File: src/include/pio_wr_map.svh
// constants of the host write port: widths, pin timing and clock rate
//
// Overview of operation
// - every host write uses one write cycle
// - cycle starts when both strobes low
// - cycle ends when either strobe rises
// - strobes high at least 13 ns between
// - strobes low 32 ns, cycles 165 ns apart
// - fifo select high sends word to fifo
// - fifo mode ignores the address inputs
// - fifo select timed like the address
// - sixteen bit data, one word per cycle
`ifndef PIO_WR_MAP_SVH
`define PIO_WR_MAP_SVH

// ************************************************************
// widths
// ************************************************************
`define PIO_DATA_W      16
`define PIO_ADDR_W      7
`define PIO_FIFO_DEPTH  8

// ************************************************************
// timing
// ************************************************************
`define PIO_CLK_NS      25
`define PIO_T_CSL_NS    32
`define PIO_T_CSH_NS    13
`define PIO_T_CYCLE_NS  165

`endif

File: src/include/pio_wr_pkg.sv
// types of the host write port: word and address shared by both ends, state codes for the host end
`include "pio_wr_map.svh"
package pio_wr_pkg;
    typedef logic [`PIO_DATA_W-1:0] word_t;
    typedef logic [`PIO_ADDR_W-1:0] addr_t;
    typedef enum logic [3:0] {
        H_IDLE   = 4'h1,
        H_SETUP  = 4'h2,
        H_STROBE = 4'h4,
        H_RECOV  = 4'h8
    } host_state_t;
endpackage

File: src/include/pio_wr_if.sv
// pin bundle between host and device
`timescale 1ns/10ps
`default_nettype none
interface pio_wr_if;
    import pio_wr_pkg::*;
    logic  chip_select_n;
    logic  write_strobe_n;
    logic  fifo_sel;
    addr_t addr;
    word_t data;
    modport host (output chip_select_n, output write_strobe_n, output fifo_sel,
                  output addr, output data);
    modport device (input chip_select_n, input write_strobe_n, input fifo_sel,
                    input addr, input data);
endinterface
`default_nettype wire

File: src/design/pio_wr_device.sv
// device end of the host write port with its transmit word fifo
`timescale 1ns/10ps
`default_nettype none
`include "pio_wr_map.svh"

// ************************************************************
// transmit word fifo
// ************************************************************
module tx_word_fifo #(
    parameter int WIDTH = `PIO_DATA_W,
    parameter int DEPTH = `PIO_FIFO_DEPTH
) (
    input  wire logic             sys_clk_i,
    input  wire logic             rst_b_i,
    input  wire logic             in_valid_i,
    output logic                  in_ready_o,
    input  wire logic [WIDTH-1:0] in_data_i,
    output logic                  out_valid_o,
    input  wire logic             out_ready_i,
    output logic      [WIDTH-1:0] out_data_o
);
    localparam int PW = $clog2(DEPTH);
    localparam int CW = $clog2(DEPTH + 1);
    localparam logic [CW-1:0] FULL_CNT = CW'(DEPTH);
    localparam logic [PW-1:0] LAST_PTR = PW'(DEPTH - 1);

    typedef struct packed {
        logic [DEPTH-1:0][WIDTH-1:0] mem;
        logic [PW-1:0]               wr_ptr;
        logic [PW-1:0]               rd_ptr;
        logic [CW-1:0]               count;
        logic                        out_valid;
        logic [WIDTH-1:0]            out_data;
    } fifo_state_t;

    fifo_state_t s_q;
    fifo_state_t s_d;
    logic        push;
    logic        pop;

    assign in_ready_o  = (s_q.count != FULL_CNT);
    assign out_valid_o = s_q.out_valid;
    assign out_data_o  = s_q.out_data;

    always_comb begin
        s_d  = s_q;
        push = in_valid_i && in_ready_o;
        pop  = (s_q.count != '0) && (!s_q.out_valid || out_ready_i);
        if (out_ready_i) begin
            s_d.out_valid = 1'b0;
        end
        if (push) begin
            s_d.mem[s_q.wr_ptr] = in_data_i;
            s_d.wr_ptr = (s_q.wr_ptr == LAST_PTR) ? '0 : s_q.wr_ptr + 1'b1;
        end
        if (pop) begin
            s_d.out_valid = 1'b1;
            s_d.out_data  = s_q.mem[s_q.rd_ptr];
            s_d.rd_ptr = (s_q.rd_ptr == LAST_PTR) ? '0 : s_q.rd_ptr + 1'b1;
        end
        s_d.count = s_q.count + CW'(push) - CW'(pop);
    end

    always_ff @(posedge sys_clk_i or negedge rst_b_i) begin
        if (!rst_b_i) begin
            s_q <= '0;
        end else begin
            s_q <= s_d;
        end
    end
endmodule // tx_word_fifo

// ************************************************************
// device end
// ************************************************************
module pio_wr_device (
    input  wire logic                sys_clk_i,
    input  wire logic                rst_b_i,
    pio_wr_if.device                 pins,
    output logic                     reg_wr_o,
    output pio_wr_pkg::addr_t        reg_addr_o,
    output pio_wr_pkg::word_t        reg_data_o,
    output logic                     tx_valid_o,
    input  wire logic                tx_ready_i,
    output pio_wr_pkg::word_t        tx_data_o,
    output logic                     fifo_full_o,
    output logic                     overrun_o
);
    import pio_wr_pkg::*;

    localparam int PIN_W = 3 + `PIO_ADDR_W + `PIO_DATA_W;
    localparam int SH_W  = 1 + `PIO_ADDR_W + `PIO_DATA_W;

    typedef struct packed {
        logic [PIN_W-1:0] sync1;
        logic [PIN_W-1:0] sync2;
        logic             active;
        logic [SH_W-1:0]  shadow;
        logic             reg_wr;
        addr_t            reg_addr;
        word_t            reg_data;
        logic             push;
        word_t            push_data;
        logic             full;
        logic             overrun;
    } dev_state_t;

    dev_state_t s_q;
    dev_state_t s_d;
    logic       cs_n_s;
    logic       wr_n_s;
    logic       sel_s;
    addr_t      addr_s;
    word_t      data_s;
    logic       now_active;
    logic       fifo_in_ready;

    // pins pass two flops before use
    assign {cs_n_s, wr_n_s, sel_s, addr_s, data_s} = s_q.sync2;

    always_comb begin
        s_d        = s_q;
        s_d.sync1  = {pins.chip_select_n, pins.write_strobe_n, pins.fifo_sel,
                      pins.addr, pins.data};
        s_d.sync2  = s_q.sync1;
        now_active = !cs_n_s && !wr_n_s;
        s_d.active = now_active;
        s_d.reg_wr = 1'b0;
        s_d.push   = 1'b0;
        s_d.full   = !fifo_in_ready;
        if (now_active) begin
            s_d.shadow = {sel_s, addr_s, data_s};
        end
        // either strobe rising ends the cycle, one commit per cycle
        if (s_q.active && !now_active) begin
            if (s_q.shadow[SH_W-1]) begin
                s_d.push_data = s_q.shadow[`PIO_DATA_W-1:0];
                if (fifo_in_ready) begin
                    s_d.push = 1'b1;
                end else begin
                    s_d.overrun = 1'b1;
                end
            end else begin
                s_d.reg_wr   = 1'b1;
                s_d.reg_addr = s_q.shadow[SH_W-2:`PIO_DATA_W];
                s_d.reg_data = s_q.shadow[`PIO_DATA_W-1:0];
            end
        end
    end

    always_ff @(posedge sys_clk_i or negedge rst_b_i) begin
        if (!rst_b_i) begin
            s_q       <= '0;
            s_q.sync1 <= {2'b11, {(PIN_W-2){1'b0}}};
            s_q.sync2 <= {2'b11, {(PIN_W-2){1'b0}}};
        end else begin
            s_q <= s_d;
        end
    end

    tx_word_fifo #(
        .WIDTH (`PIO_DATA_W),
        .DEPTH (`PIO_FIFO_DEPTH)
    ) u_fifo (
        .sys_clk_i   (sys_clk_i),
        .rst_b_i     (rst_b_i),
        .in_valid_i  (s_q.push),
        .in_ready_o  (fifo_in_ready),
        .in_data_i   (s_q.push_data),
        .out_valid_o (tx_valid_o),
        .out_ready_i (tx_ready_i),
        .out_data_o  (tx_data_o)
    );

    assign reg_wr_o    = s_q.reg_wr;
    assign reg_addr_o  = s_q.reg_addr;
    assign reg_data_o  = s_q.reg_data;
    assign fifo_full_o = s_q.full;
    assign overrun_o   = s_q.overrun;
endmodule // pio_wr_device
`default_nettype wire

File: src/flat_wrapper.sv
// flat-port wrapper written by rule: the top's interface ports become plain ports
module pio_wr_device_flat import pio_wr_pkg::*;
  (sys_clk_i, rst_b_i, reg_wr_o, reg_addr_o, reg_data_o, tx_valid_o, tx_ready_i, tx_data_o, fifo_full_o, overrun_o, pins_chip_select_n, pins_write_strobe_n, pins_fifo_sel, pins_addr, pins_data);
  pio_wr_if pins_i ();
  input  wire logic sys_clk_i;
  input  wire logic rst_b_i;
  output logic reg_wr_o;
  output pio_wr_pkg::addr_t reg_addr_o;
  output pio_wr_pkg::word_t reg_data_o;
  output logic tx_valid_o;
  input  wire logic tx_ready_i;
  output pio_wr_pkg::word_t tx_data_o;
  output logic fifo_full_o;
  output logic overrun_o;
  input wire logic [$bits(pins_i.chip_select_n)-1:0] pins_chip_select_n;
  input wire logic [$bits(pins_i.write_strobe_n)-1:0] pins_write_strobe_n;
  input wire logic [$bits(pins_i.fifo_sel)-1:0] pins_fifo_sel;
  input wire logic [$bits(pins_i.addr)-1:0] pins_addr;
  input wire logic [$bits(pins_i.data)-1:0] pins_data;
  assign pins_i.chip_select_n = pins_chip_select_n;
  assign pins_i.write_strobe_n = pins_write_strobe_n;
  assign pins_i.fifo_sel = pins_fifo_sel;
  assign pins_i.addr = pins_addr;
  assign pins_i.data = pins_data;
  pio_wr_device u_core (.sys_clk_i(sys_clk_i), .rst_b_i(rst_b_i), .pins(pins_i), .reg_wr_o(reg_wr_o), .reg_addr_o(reg_addr_o), .reg_data_o(reg_data_o), .tx_valid_o(tx_valid_o), .tx_ready_i(tx_ready_i), .tx_data_o(tx_data_o), .fifo_full_o(fifo_full_o), .overrun_o(overrun_o));
endmodule
File: config.mk
export PLATFORM = sky130hd
export DESIGN_NAME = pio_wr_device_flat
export DESIGN_NICKNAME = d
export VERILOG_FILES = /design/src/include/pio_wr_pkg.sv /design/src/include/pio_wr_if.sv /design/src/design/pio_wr_device.sv /design/src/flat_wrapper.sv
export VERILOG_INCLUDE_DIRS = /design/src /design/src/include
export SDC_FILE = /design/constraint.sdc
export NUM_CORES = 1
export LEC_CHECK = 0
export BUFFER_PORTS_ARGS = -buffer_cell sky130_fd_sc_hd__buf_4
export CAP_MARGIN = 20
export CORE_AREA = 2 2 148 150
export CTS_CLUSTER_DIAMETER = 30
export DETAILED_ROUTE_END_ITERATION = 6
export DIE_AREA = 0 0 150 152
export PLACE_DENSITY = 0.72
export SETUP_SLACK_MARGIN = 0.1
export SLEW_MARGIN = 30
export SYNTH_ARGS = -nofsm -noshare
export SYNTH_HDL_FRONTEND = slang
export SYNTH_SLANG_ARGS = --single-unit
File: constraint.sdc
create_clock -name sys_clk_i -period 2.4 [get_ports sys_clk_i]
set_clock_uncertainty 0.05 [all_clocks]
set_input_delay 0.12 -clock sys_clk_i [delete_from_list [all_inputs] [get_ports sys_clk_i]]
set_output_delay 0.12 -clock sys_clk_i [all_outputs]
set_load 0.05 [all_outputs]
==> results_dict.tcl, run 1 <==
set metrics [dict create \
    status "finished, final reports clean" \
    mappedNetlistArea_mm2 0.01148 \
    postRouteWirelength_um 23520 \
    cts-buffers-inserted 52 \
    drt_drc_violations_left 0 \
    grt_antenna_before_repair 0 \
    numClockSinks 275 \
    ant_nets 0 \
    drt-initial-drc-count 264 \
    main_combinational_cell_family_by_area_after_synthesis "multiplexers" \
    final_design_area_no_fill_mm2 0.01436 \
    grt_max_degree 86 \
    final_gp_congestion 0.7510 \
    cells_taking_the_most_area_after_synthesis "dfrtp_1, mux2_2, mux2_4" \
    start_kind "flip-flop" \
    synthMuxAreaShare_pct 27.12 \
    synth-compound-area-share_pct 4.120 \
    routedWlPerCell_um 20.24 \
    p_leak_nw 6.852 \
    fin_crit_ps 2249 \
    final.setup.tns_ps 0 \
    grt_pass1_vias 7288 \
    vdd.ir_drop.worst_mv 0.8527 \
    post_drt_via_cell_ratio 5.409 \
    synth-seq-cells 275 \
    power_density_mw_per_mm2 1399 \
    io_buffers 71 \
    synth_fa_ha_area_share_pct 1.264 \
    timing.fmax_mhz 444.6 \
    post-route-period-util_pct 93.71 \
    routed-via-count 6285 \
    multi_input_comb_area_mm2 0.004086 \
    post_synth_inst_count 729 \
    timing_hold_violations_final 0 \
    floorplan.io_pins 72 \
    fp.dieArea_mm2 0.02280 \
    actual_slew_at_the_worst_max_slew_pin_ps 782.2 \
    dpl_cell_area_mm2 0.01219 \
    final.fill_count 1462 \
    max-cap-violations 0 \
    placed_cells_incl_taps 1034 \
    regToRegStartpoint "u_core.u_fifo.s_q[19]" \
    tritoncts_clock_tree "yes" \
    overflow 0 \
    classification_of_the_worst_setup_path "flip-flop to flip-flop" \
    yosysWarnings 0 \
    cts-htree-levels 2 \
    clock_tree.root_cell "clkbuf_16" \
    clock_path_buffers 3 \
    hp-class "primary input to asynchronous set/reset pin" \
    layout.area.seq_mm2 0.006889 \
    synth_largest_area_cell "dfrtp_1" \
    yosysUniqueCellTypes 39 \
    cp_max_fo 3 \
    finalSetupViolCount 0 \
    path_clk_slew_ps 40 \
    end_kind "flip-flop" \
    die_y_um 152 \
    max-slew-margin-rel_pct 47.80 \
    grt_pass1_wl_um 38920 \
    initial_utilization_pct 53.77 \
    synth_simple_gate_area_share_pct 2.147 \
    clock_insertion_delay_worst_skew_ps 540 \
    timing.reg2reg.worst_path_depth 10 \
    cp.required_ps 2780 \
    num_rows 54 \
    ys_seq_area_share_pct 59.99 \
    fin_nets 880 \
    synth_top_area_share_pct 59.07 \
    r2r_setup_slack_ps 150 \
    critical_path_arrival_ps 2630 \
    antenna-diode-count 0 \
    fin_worst_hold_slack_ps 118.5 \
    grt_setup_unrepaired "false" \
    per_instance_average_area_after_synthesis_um2 15.75 \
    synthToLayoutAreaGrowth_pct 25.12 \
    drive_gt1_share_pct 50.91 \
    drv_slew 0 \
    firstDrtPassIters 4 \
    layoutNonFillerInstCount 1162 \
    dp.final_hpwl_um 13730 \
    globalRouteTotalUtil_pct 21.67 \
    post_synth_xor_area_fraction_pct 0.1526 \
    fp.coreArea_mm2 0.02135 \
    worst_r2r_endpoint "u_core.u_fifo.s_q[18]" \
    synth_fp_nets 769 \
    chipWidth_um 150 \
]
## cell usage after synthesis, drive strengths merged
master / n
a21o: 1
a21oi: 1
a22o: 16
buf: 65
clkbuf: 10
dfrtp: 271
dfstp: 4
fa: 1
ha: 10
inv: 9
mux2: 229
mux2i: 32
nand2: 3
nand2b: 3
nand4: 1
nand4b: 1
nand4bb: 3
nor2: 6
nor2b: 3
nor3b: 2
nor4b: 3
o211ai: 1
o21ai: 16
o21bai: 1
o22ai: 16
o31ai: 16
or2: 1
or2b: 1
or3b: 1
xnor2: 1
xor2: 1
## state kept, by name (all words and copies together), names as in the netlist
| name | flops |
|---|---|
| u_core.reg_addr_o | 7 |
| u_core.addr_s | 7 |
| u_core.data_s | 16 |
| u_core.u_fifo.s_q | 138 |
| u_core.s_d | 26 |
| u_core.overrun_o | 1 |
| u_core.s_q | 44 |
| u_core.reg_data_o | 16 |
| u_core.u_fifo.out_valid_o | 1 |
| u_core.reg_wr_o | 1 |
| u_core.fifo_full_o | 1 |
| u_core.u_fifo.out_data_o | 16 |
| u_core.cs_n_s | 1 |
## cell type report
type                    instances  share of cell area (%)
clock buffers                  69                   10.21
multi-input cells             370                   28.45
well taps                     280                   2.439
clock inverters                27                   2.334
flip-flops and latches        275                   47.96
inverters                       9                  0.2875
repair buffers                132                   8.319
## power by group
part,internal [mW],switching [mW],total (mW)
combinational,2.68,2.88,5.56
sequential,5.98,1.21,7.18
clock,4.95,2.40,7.34
## worst max-delay path, cell delays in order, from the launching register on
cell	delay (ps)
dfrtp_1	370
inv_2	110
ha_4	140
or3b_4	400
nand2_4	100
ha_4	200
inv_2	60
ha_4	130
inv_2	40
fa_2	510
inv_1	40
## layout by cell type, fill, tap and decap left out, types with 4 or more instances in the layout
master,instances
a22o_1,16
buf_12,10
buf_4,93
bufinv_16,6
clkbuf_1,8
clkbuf_16,53
clkbuf_8,8
clkinv_2,7
dfrtp_1,269
dfstp_2,4
dlygate4sd3_1,27
ha_1,6
ha_4,4
inv_1,4
inv_2,4
inv_6,9
mux2_2,169
mux2_4,57
mux2i_1,32
nor2_1,4
o21ai_0,16
o22ai_1,16
o31ai_1,16
## per-stage QoR
stage	util, %	power, mW	setup WS (ps)
floorplan	-	11.17	116.2
global placement	57.07	12.25	172.6
detailed placement	57.08	12.54	15.10
CTS	66.87	20.07	113.7
global route	67.28	21.02	103.3
finish	67.28	20.09	151.0
## repair_timing
item,CTS,global route
gates cloned,0,0
hold buffers,27,0
gates resized for setup,4,12
setup buffers,1,4
setup endpoints to repair,3,3
pin swaps,1,6
endpoints found under the hold margin,106,0
## worst max path at each step
stage,slack (ps),cells past startpoint,endpoint,from
6_report,150,10,u_core.u_fifo.s_q[18],u_core.u_fifo.s_q[19]
5_1_grt,100,10,u_core.u_fifo.s_q[18],u_core.u_fifo.s_q[19]
4_1_cts,110,10,u_core.u_fifo.s_q[19],u_core.u_fifo.s_q[19]
3_5_place_dp,20,10,u_core.u_fifo.s_q[19],u_core.u_fifo.s_q[19]
3_3_place_gp,170,10,u_core.u_fifo.s_q[18],u_core.u_fifo.s_q[19]
2_1_floorplan,120,12,u_core.u_fifo.s_q[19],u_core.u_fifo.s_q[19]
## routing by layer
layer  vias to the layer above  GRT usage, %  share of wire [%]
met5                         -             0                  0
met4                         0         6.783                1.6
met3                        35         4.595                4.0
met2                       137         36.07                 51
met1                      3294         28.57                 44
li1                       2819             -                  -
## cells by family after synthesis
| family | count (synthesis) |
|---|---|
| multiplexers | 261 |
| adder cells (fa/ha/maj) | 11 |
| AND/OR/NAND/NOR | 28 |
| AO/OA/AOI/OAI | 68 |
| buffers and inverters | 84 |
| XOR/XNOR | 2 |
| flip-flops | 275 |
Note: power is estimated with default switching activity, not from simulation.
==> inputs of run 2 (changes only) <==
CORE_AREA = 2 2 149 151   (was 2 2 148 150)
DIE_AREA = 0 0 151 153   (was 0 0 150 152)
PLACE_DENSITY = 0.71   (was 0.72)
SYNTH_HIERARCHICAL = 1   (was not set)
==> results_dict.tcl, run 2 <==
set metrics [dict create \
    grt_antenna_before_repair 0 \
    layout_common_cells "dfrtp_1, mux2_2, buf_4" \
    p_leak_nw 6.608 \
    initial_utilization_pct 52.87 \
    net-switching-power_mw 6.258 \
    die_y_um 153 \
    grt_max_degree 84 \
    clock_power_share_pct 35.3 \
    timing.critical_path.mode_cell "inv_2" \
    drv_slew 0 \
    cts-htree-levels 2 \
    final.setup.tns_ps 0 \
    cells_taking_the_most_area_after_synthesis "dfrtp_1, mux2_2, mux2_4" \
    largest_register_ffs 138 \
    fp.coreArea_mm2 0.02149 \
    actual_slew_at_the_worst_max_slew_pin_ps 787.7 \
    routedWlPerCell_um 19.53 \
    main_combinational_cell_family_by_area_after_synthesis "multiplexers" \
    ant_nets 0 \
    seq_power_share_pct 36.7 \
    synth_fa_ha_area_share_pct 1.278 \
    drt-initial-drc-count 249 \
    numClockSinks 275 \
    io_buffers 71 \
    grt_pass1_vias 7074 \
    hp-class "primary input to asynchronous set/reset pin" \
    classification_of_the_worst_setup_path "flip-flop to flip-flop" \
    fp.dieArea_mm2 0.02310 \
    yosysMostFrequentCell "dfrtp_1" \
    synth_top_area_share_pct 59.70 \
    max-slew-margin-rel_pct 47.36 \
    clock_insertion_delay_worst_skew_ps 550 \
    synth_edf_count 0 \
    globalRouteTotalUtil_pct 20.54 \
    routed-via-count 6247 \
    most_frequent_standard_cell_in_the_layout_excluding_fill_and_tap_cells "dfrtp_1" \
    max_flop_register "u_core/u_fifo/s_q" \
    drt_drc_violations_left 0 \
    floorplan.io_pins 72 \
    num_rows 54 \
    clock_path_buffers 3 \
    final_gp_congestion 0.7071 \
    synth_largest_area_cell "dfrtp_1" \
    post_placement_worst_setup_slack_ps 84.72 \
    cts-buffers-inserted 48 \
    start_kind "flip-flop" \
    synthMuxAreaShare_pct 26.42 \
    max-cap-violations 0 \
    met3_wirelength_um 1104 \
    yosysUniqueCellTypes 38 \
    postRouteWirelength_um 22450 \
    firstDrtPassIters 4 \
    post-route-period-util_pct 92.19 \
    dp.final_hpwl_um 13470 \
    synth_top_flop_cell "dfrtp_1" \
    worst_path_max_delay_cell "fa_2" \
    mappedNetlistArea_mm2 0.01136 \
    grt_pass1_wl_um 37110 \
    status "finished, final reports clean" \
    regToRegStartpoint "u_core/u_fifo/s_q[19]" \
    tritoncts_clock_tree "yes" \
    synthTopCellsByCount "dfrtp_1, mux2_2, buf_4" \
    cp-startpoint "u_core/u_fifo/s_q[19]" \
    timing.fmax_mhz 451.9 \
    finalSetupViolCount 0 \
    post_synth_xor_area_fraction_pct 0.1542 \
    path_clk_slew_ps 50 \
    met2WireLength_um 11300 \
    fin_crit_ps 2213 \
    grt_setup_unrepaired "false" \
    delay_contributed_by_the_slowest_stage_of_the_critical_path_ps 510 \
    post_drt_via_cell_ratio 5.437 \
    synthToLayoutAreaGrowth_pct 22.79 \
    chipWidth_um 151 \
    synth-seq-cells 275 \
    clock_tree.root_cell "clkbuf_16" \
    post_synth_inst_count 732 \
    fin_nets 872 \
    ys_seq_area_share_pct 60.63 \
    power.share.switching_pct 32.64 \
    postLayoutSetupSlackWorst_ps 187.3 \
    yosysWarnings 6 \
    vdd.ir_drop.worst_mv 0.8235 \
    power_density_mw_per_mm2 1375 \
    cp.required_ps 2770 \
    async_reset_ff_share_pct 100.0 \
    detail_route.wirelength.met1_um 9505 \
    critical_path_arrival_ps 2590 \
    internal_power_summed_over_all_cells_mw 12.92 \
    synth_simple_gate_area_share_pct 2.038 \
    antenna-diode-count 0 \
    overflow 0 \
    highest_metal_layer_with_signal_wires "met4" \
    pwr-share-comb_pct 28.0 \
    end_kind "flip-flop" \
    cells_traversed_along_the_worst_timing_path "inv_2 > ha_2 > or3b_4 > nand2_4 > ha_4 > inv_2 > ha_4 > inv_2 > fa_2 > inv_1" \
    per_instance_average_area_after_synthesis_um2 15.52 \
    timing_hold_violations_final 0 \
    synth_fp_nets 772 \
    cp_max_fo 3 \
    synth-compound-area-share_pct 4.252 \
    drive_gt1_share_pct 50.06 \
]
==> run 2: cell count changes after synthesis, moves of 2 or more <==
cell	change
clkbuf_1	+2
mux2_1	-3
nand4bb_1	-3
nor2b_1	+2
nand4_2	+3
mux2_4	-27
buf_4	+3
mux2_2	+29
and4b_1	+3
o21ai_0	+2
nor4b_4	-3
buf_2	-3
==> run 2: power groups by stage <==
stage / Clock [mW] / Combinational [mW] / Sequential (mW)
after floorplan: 0 / 4.38 / 6.70
after global placement: 0 / 5.13 / 6.93
after detailed placement: 0 / 5.31 / 7.07
after CTS: 6.88 / 5.38 / 7.03
after global routing: 7.12 / 5.75 / 7.22
final: 6.77 / 5.37 / 7.04
==> run 2: final timing paths <==
path                                              to  slack (ps)  cells after the start
setup / recovery               u_core/u_fifo/s_q[18]         190                     10
hold / removal                        u_core/s_d[91]          90                      2
setup reg to reg               u_core/u_fifo/s_q[18]         190                     10
hold reg to reg                     u_core/data_s[3]         290                      0
max in group asynchronous     u_core/u_fifo/s_q[108]        1430                      3
min in group sys_clk_i     u_core/u_fifo/out_valid_o         160                      4
==> run 2: cell type report <==
| class | count | area [µm²] |
|---|---|---|
| tap | 280 | 350.3 |
| timing repair buffer | 126 | 1084 |
| inverter | 9 | 36.28 |
| clock buffer | 58 | 1289 |
| clock inverter | 29 | 366.6 |
| sequential | 275 | 6889 |
| fill | 1500 | 7538 |
| multi-input combinational | 372 | 3933 |
==> run 2: worst max-delay path, delay by kind of cell (launching register included) <==
kind	cells	cell delay [ps]
adders and majority gates	4	1000
buffers and inverters	4	200
DFF	1	360
and+or+nand+nor	2	490
==> run 2: logic make-up after synthesis <==
group,count (synthesis)
flip-flops,275
multiplexers,260
buffers and inverters,85
AO/OA/AOI/OAI,70
AND/OR/NAND/NOR,29
adder cells (fa/ha/maj),11
XOR/XNOR,2
==> run 2: repair_timing <==
item / CTS / global route
setup endpoints to repair: 2 / 2
hold endpoints to repair: 111 / 0
buffers inserted: 1 / 1
resized for setup: 1 / 4
pin swaps: 1 / 1
hold buffers: 27 / 0
==> run 2: per-layer routing <==
| layer | up-vias | GRT usage [%] |
|---|---|---|
| li1 | 2806 | - |
| met4 | 0 | 7.165 |
| met2 | 149 | 34.18 |
| met5 | - | 0 |
| met1 | 3238 | 26.56 |
| met3 | 54 | 4.687 |
==> run 2: stage by stage <==
step / power, mW / hold slack, ps / area (µm²) / util [%] / instances
detailed placement: 12.38 / 107.3 / 11990 / 55.82 / 1033
CTS: 19.29 / 123.5 / 13930 / 64.83 / 1148
finish: 19.18 / 91.20 / 13950 / 64.91 / 1149
global route: 20.10 / 161.9 / 13950 / 64.91 / 1149
floorplan: 11.08 / -225.6 / 11410 / - / 732
global placement: 12.05 / 106.9 / 11990 / 55.82 / 1033
==> inputs of run 3 (changes only) <==
BUFFER_PORTS_ARGS = not set   (was -buffer_cell sky130_fd_sc_hd__buf_4)
CORE_AREA = 2 2 145 147   (was 2 2 149 151)
DIE_AREA = 0 0 147 149   (was 0 0 151 153)
DONT_BUFFER_PORTS = 1   (was not set)
==> results_dict.tcl, run 3 (same netlist as run 2, synthesis figures left out) <==
set metrics [dict create \
    max_flop_register "u_core/u_fifo/s_q" \
    max-cap-violations 0 \
    vdd.ir_drop.worst_mv 1.038 \
    post_placement_worst_setup_slack_ps 61.63 \
    cts-buffers-inserted 45 \
    floorplan.io_pins 72 \
    r2r_setup_slack_ps 180 \
    status "finished with violations" \
    initial_utilization_pct 55.25 \
    critical_path_arrival_ps 2580 \
    cts-htree-levels 2 \
    worst_path_max_delay_cell "fa_2" \
    timing_hold_violations_final 275 \
    detail_route.wirelength.met1_um 9144 \
    most_frequent_standard_cell_in_the_layout_excluding_fill_and_tap_cells "dfrtp_1" \
    critical_path.n_buffers_inverters 4 \
    finalSetupViolCount 0 \
    path_clk_slew_ps 50 \
    actual_slew_at_the_worst_max_slew_pin_ps 790.9 \
    fp.dieArea_mm2 0.02190 \
    highest_metal_layer_with_signal_wires "met4" \
    timing.fmax_mhz 450.8 \
    regToRegStartpoint "u_core/u_fifo/s_q[19]" \
    start_kind "flip-flop" \
    grt_pass1_wl_um 34870 \
    cells_traversed_along_the_worst_timing_path "inv_2 > ha_4 > or3b_4 > nand2_4 > ha_4 > inv_2 > ha_4 > inv_2 > fa_2 > inv_1" \
    overflow 0 \
    drt-initial-drc-count 407 \
    grt_max_degree 276 \
    grt_pass1_vias 6491 \
    net-switching-power_mw 5.920 \
    max-slew-margin-rel_pct 47.15 \
    met2WireLength_um 10600 \
    end_kind "flip-flop" \
    chipWidth_um 147 \
    fin_worst_hold_slack_ps -756.5 \
    clock_power_share_pct 35.8 \
    internal_power_summed_over_all_cells_mw 12.40 \
    clock_path_buffers 3 \
    routed-via-count 5918 \
    clock_insertion_delay_worst_skew_ps 530 \
    power_density_mw_per_mm2 1383 \
    p_leak_nw 6.187 \
    cp_max_fo 3 \
    violated_checks "hold timing" \
    antenna-diode-count 0 \
    postLayoutSetupSlackWorst_ps 181.5 \
    final_gp_congestion 0.7347 \
    fin_nets 792 \
    seq_power_share_pct 44.0 \
    cp-startpoint "u_core/u_fifo/s_q[19]" \
    ant_nets 0 \
    synthToLayoutAreaGrowth_pct 16.60 \
    layoutNonFillerInstCount 1063 \
    layout_common_cells "dfrtp_1, mux2_2, clkbuf_16" \
    pwr-share-comb_pct 20.2 \
    drive_gt1_share_pct 45.18 \
    report.power.total_mw 18.32 \
    hp-class "primary input to asynchronous set/reset pin" \
    delay_contributed_by_the_slowest_stage_of_the_critical_path_ps 500 \
    grt_antenna_before_repair 0 \
    die_y_um 149 \
    postRouteWirelength_um 21540 \
    fin_crit_ps 2219 \
    firstDrtPassIters 4 \
    final_design_area_no_fill_mm2 0.01324 \
    met3_wirelength_um 1265 \
    path_delay_family "adder cells" \
    largest_register_ffs 138 \
    tritoncts_clock_tree "yes" \
    fp.coreArea_mm2 0.02056 \
    timing.reg2reg.worst_path_depth 10 \
    numClockSinks 275 \
    classification_of_the_worst_setup_path "flip-flop to flip-flop" \
    globalRouteTotalUtil_pct 20.32 \
    drt_drc_violations_left 0 \
    power.share.switching_pct 32.32 \
    cp.required_ps 2760 \
    clock_tree.root_cell "clkbuf_16" \
    io_buffers 0 \
    post-route-period-util_pct 92.44 \
    finalCoreUtilization_pct 64.42 \
    worst_r2r_endpoint "u_core/u_fifo/s_q[18]" \
    postCtsHoldBufs 26 \
    placed_cells_incl_taps 952 \
    drv_slew 0 \
    dpl_cell_area_mm2 0.01136 \
    final.setup.tns_ps 0 \
    num_rows 53 \
    routedWlPerCell_um 20.27 \
    dp.final_hpwl_um 12390 \
    grt_setup_unrepaired "false" \
    post_drt_via_cell_ratio 5.567 \
]
-- run 3: changes by cell type in the layout (fill, tap and decap cells not counted), moves of 2 or more --
cell	change
inv_8	-2
clkbuf_1	-2
buf_12	-4
buf_4	-71
-- run 3: how the worst max path moves through the flow --
stage,endpoint,cells past startpoint
detailed placement,u_core/u_fifo/s_q[18],10
CTS,u_core/u_fifo/s_q[18],10
finish,u_core/u_fifo/s_q[18],10
global route,u_core/u_fifo/s_q[18],11
global placement,u_core/u_fifo/s_q[18],10
floorplan,u_core/u_fifo/s_q[18],11
-- run 3: cell type report --
type	instances	area [µm²]
timing repair buffer	49	445.4
tap	275	344.1
sequential	275	6889
inverter	9	36.28
clock inverter	27	320.3
clock buffer	56	1270
multi-input combinational	372	3939
fill	1478	7313
-- run 3: repair_timing --
action | CTS | global route
setup buffers | 1 | 1
pin swaps | 1 | 1
hold endpoints to repair | 301 | 275
setup endpoints to repair | 2 | 38
resized for setup | 0 | 5
-- run 3: routing by layer --
metal  vias to the layer above  global-route usage [%]
met2                       170                   33.29
met4                         0                   7.548
met5                         -                       0
met1                      3059                   26.56
met3                        47                   5.138
li1                       2642                       -
-- run 3: power groups by stage --
stage | registers (mW) | clock network [mW] | logic, mW
floorplan | 6.70 | 0 | 4.38
global placement | 8.00 | 0 | 3.45
finish | 8.06 | 6.56 | 3.70
CTS | 8.07 | 6.68 | 3.70
global route | 8.26 | 6.92 | 4.02
detailed placement | 8.13 | 0 | 3.64
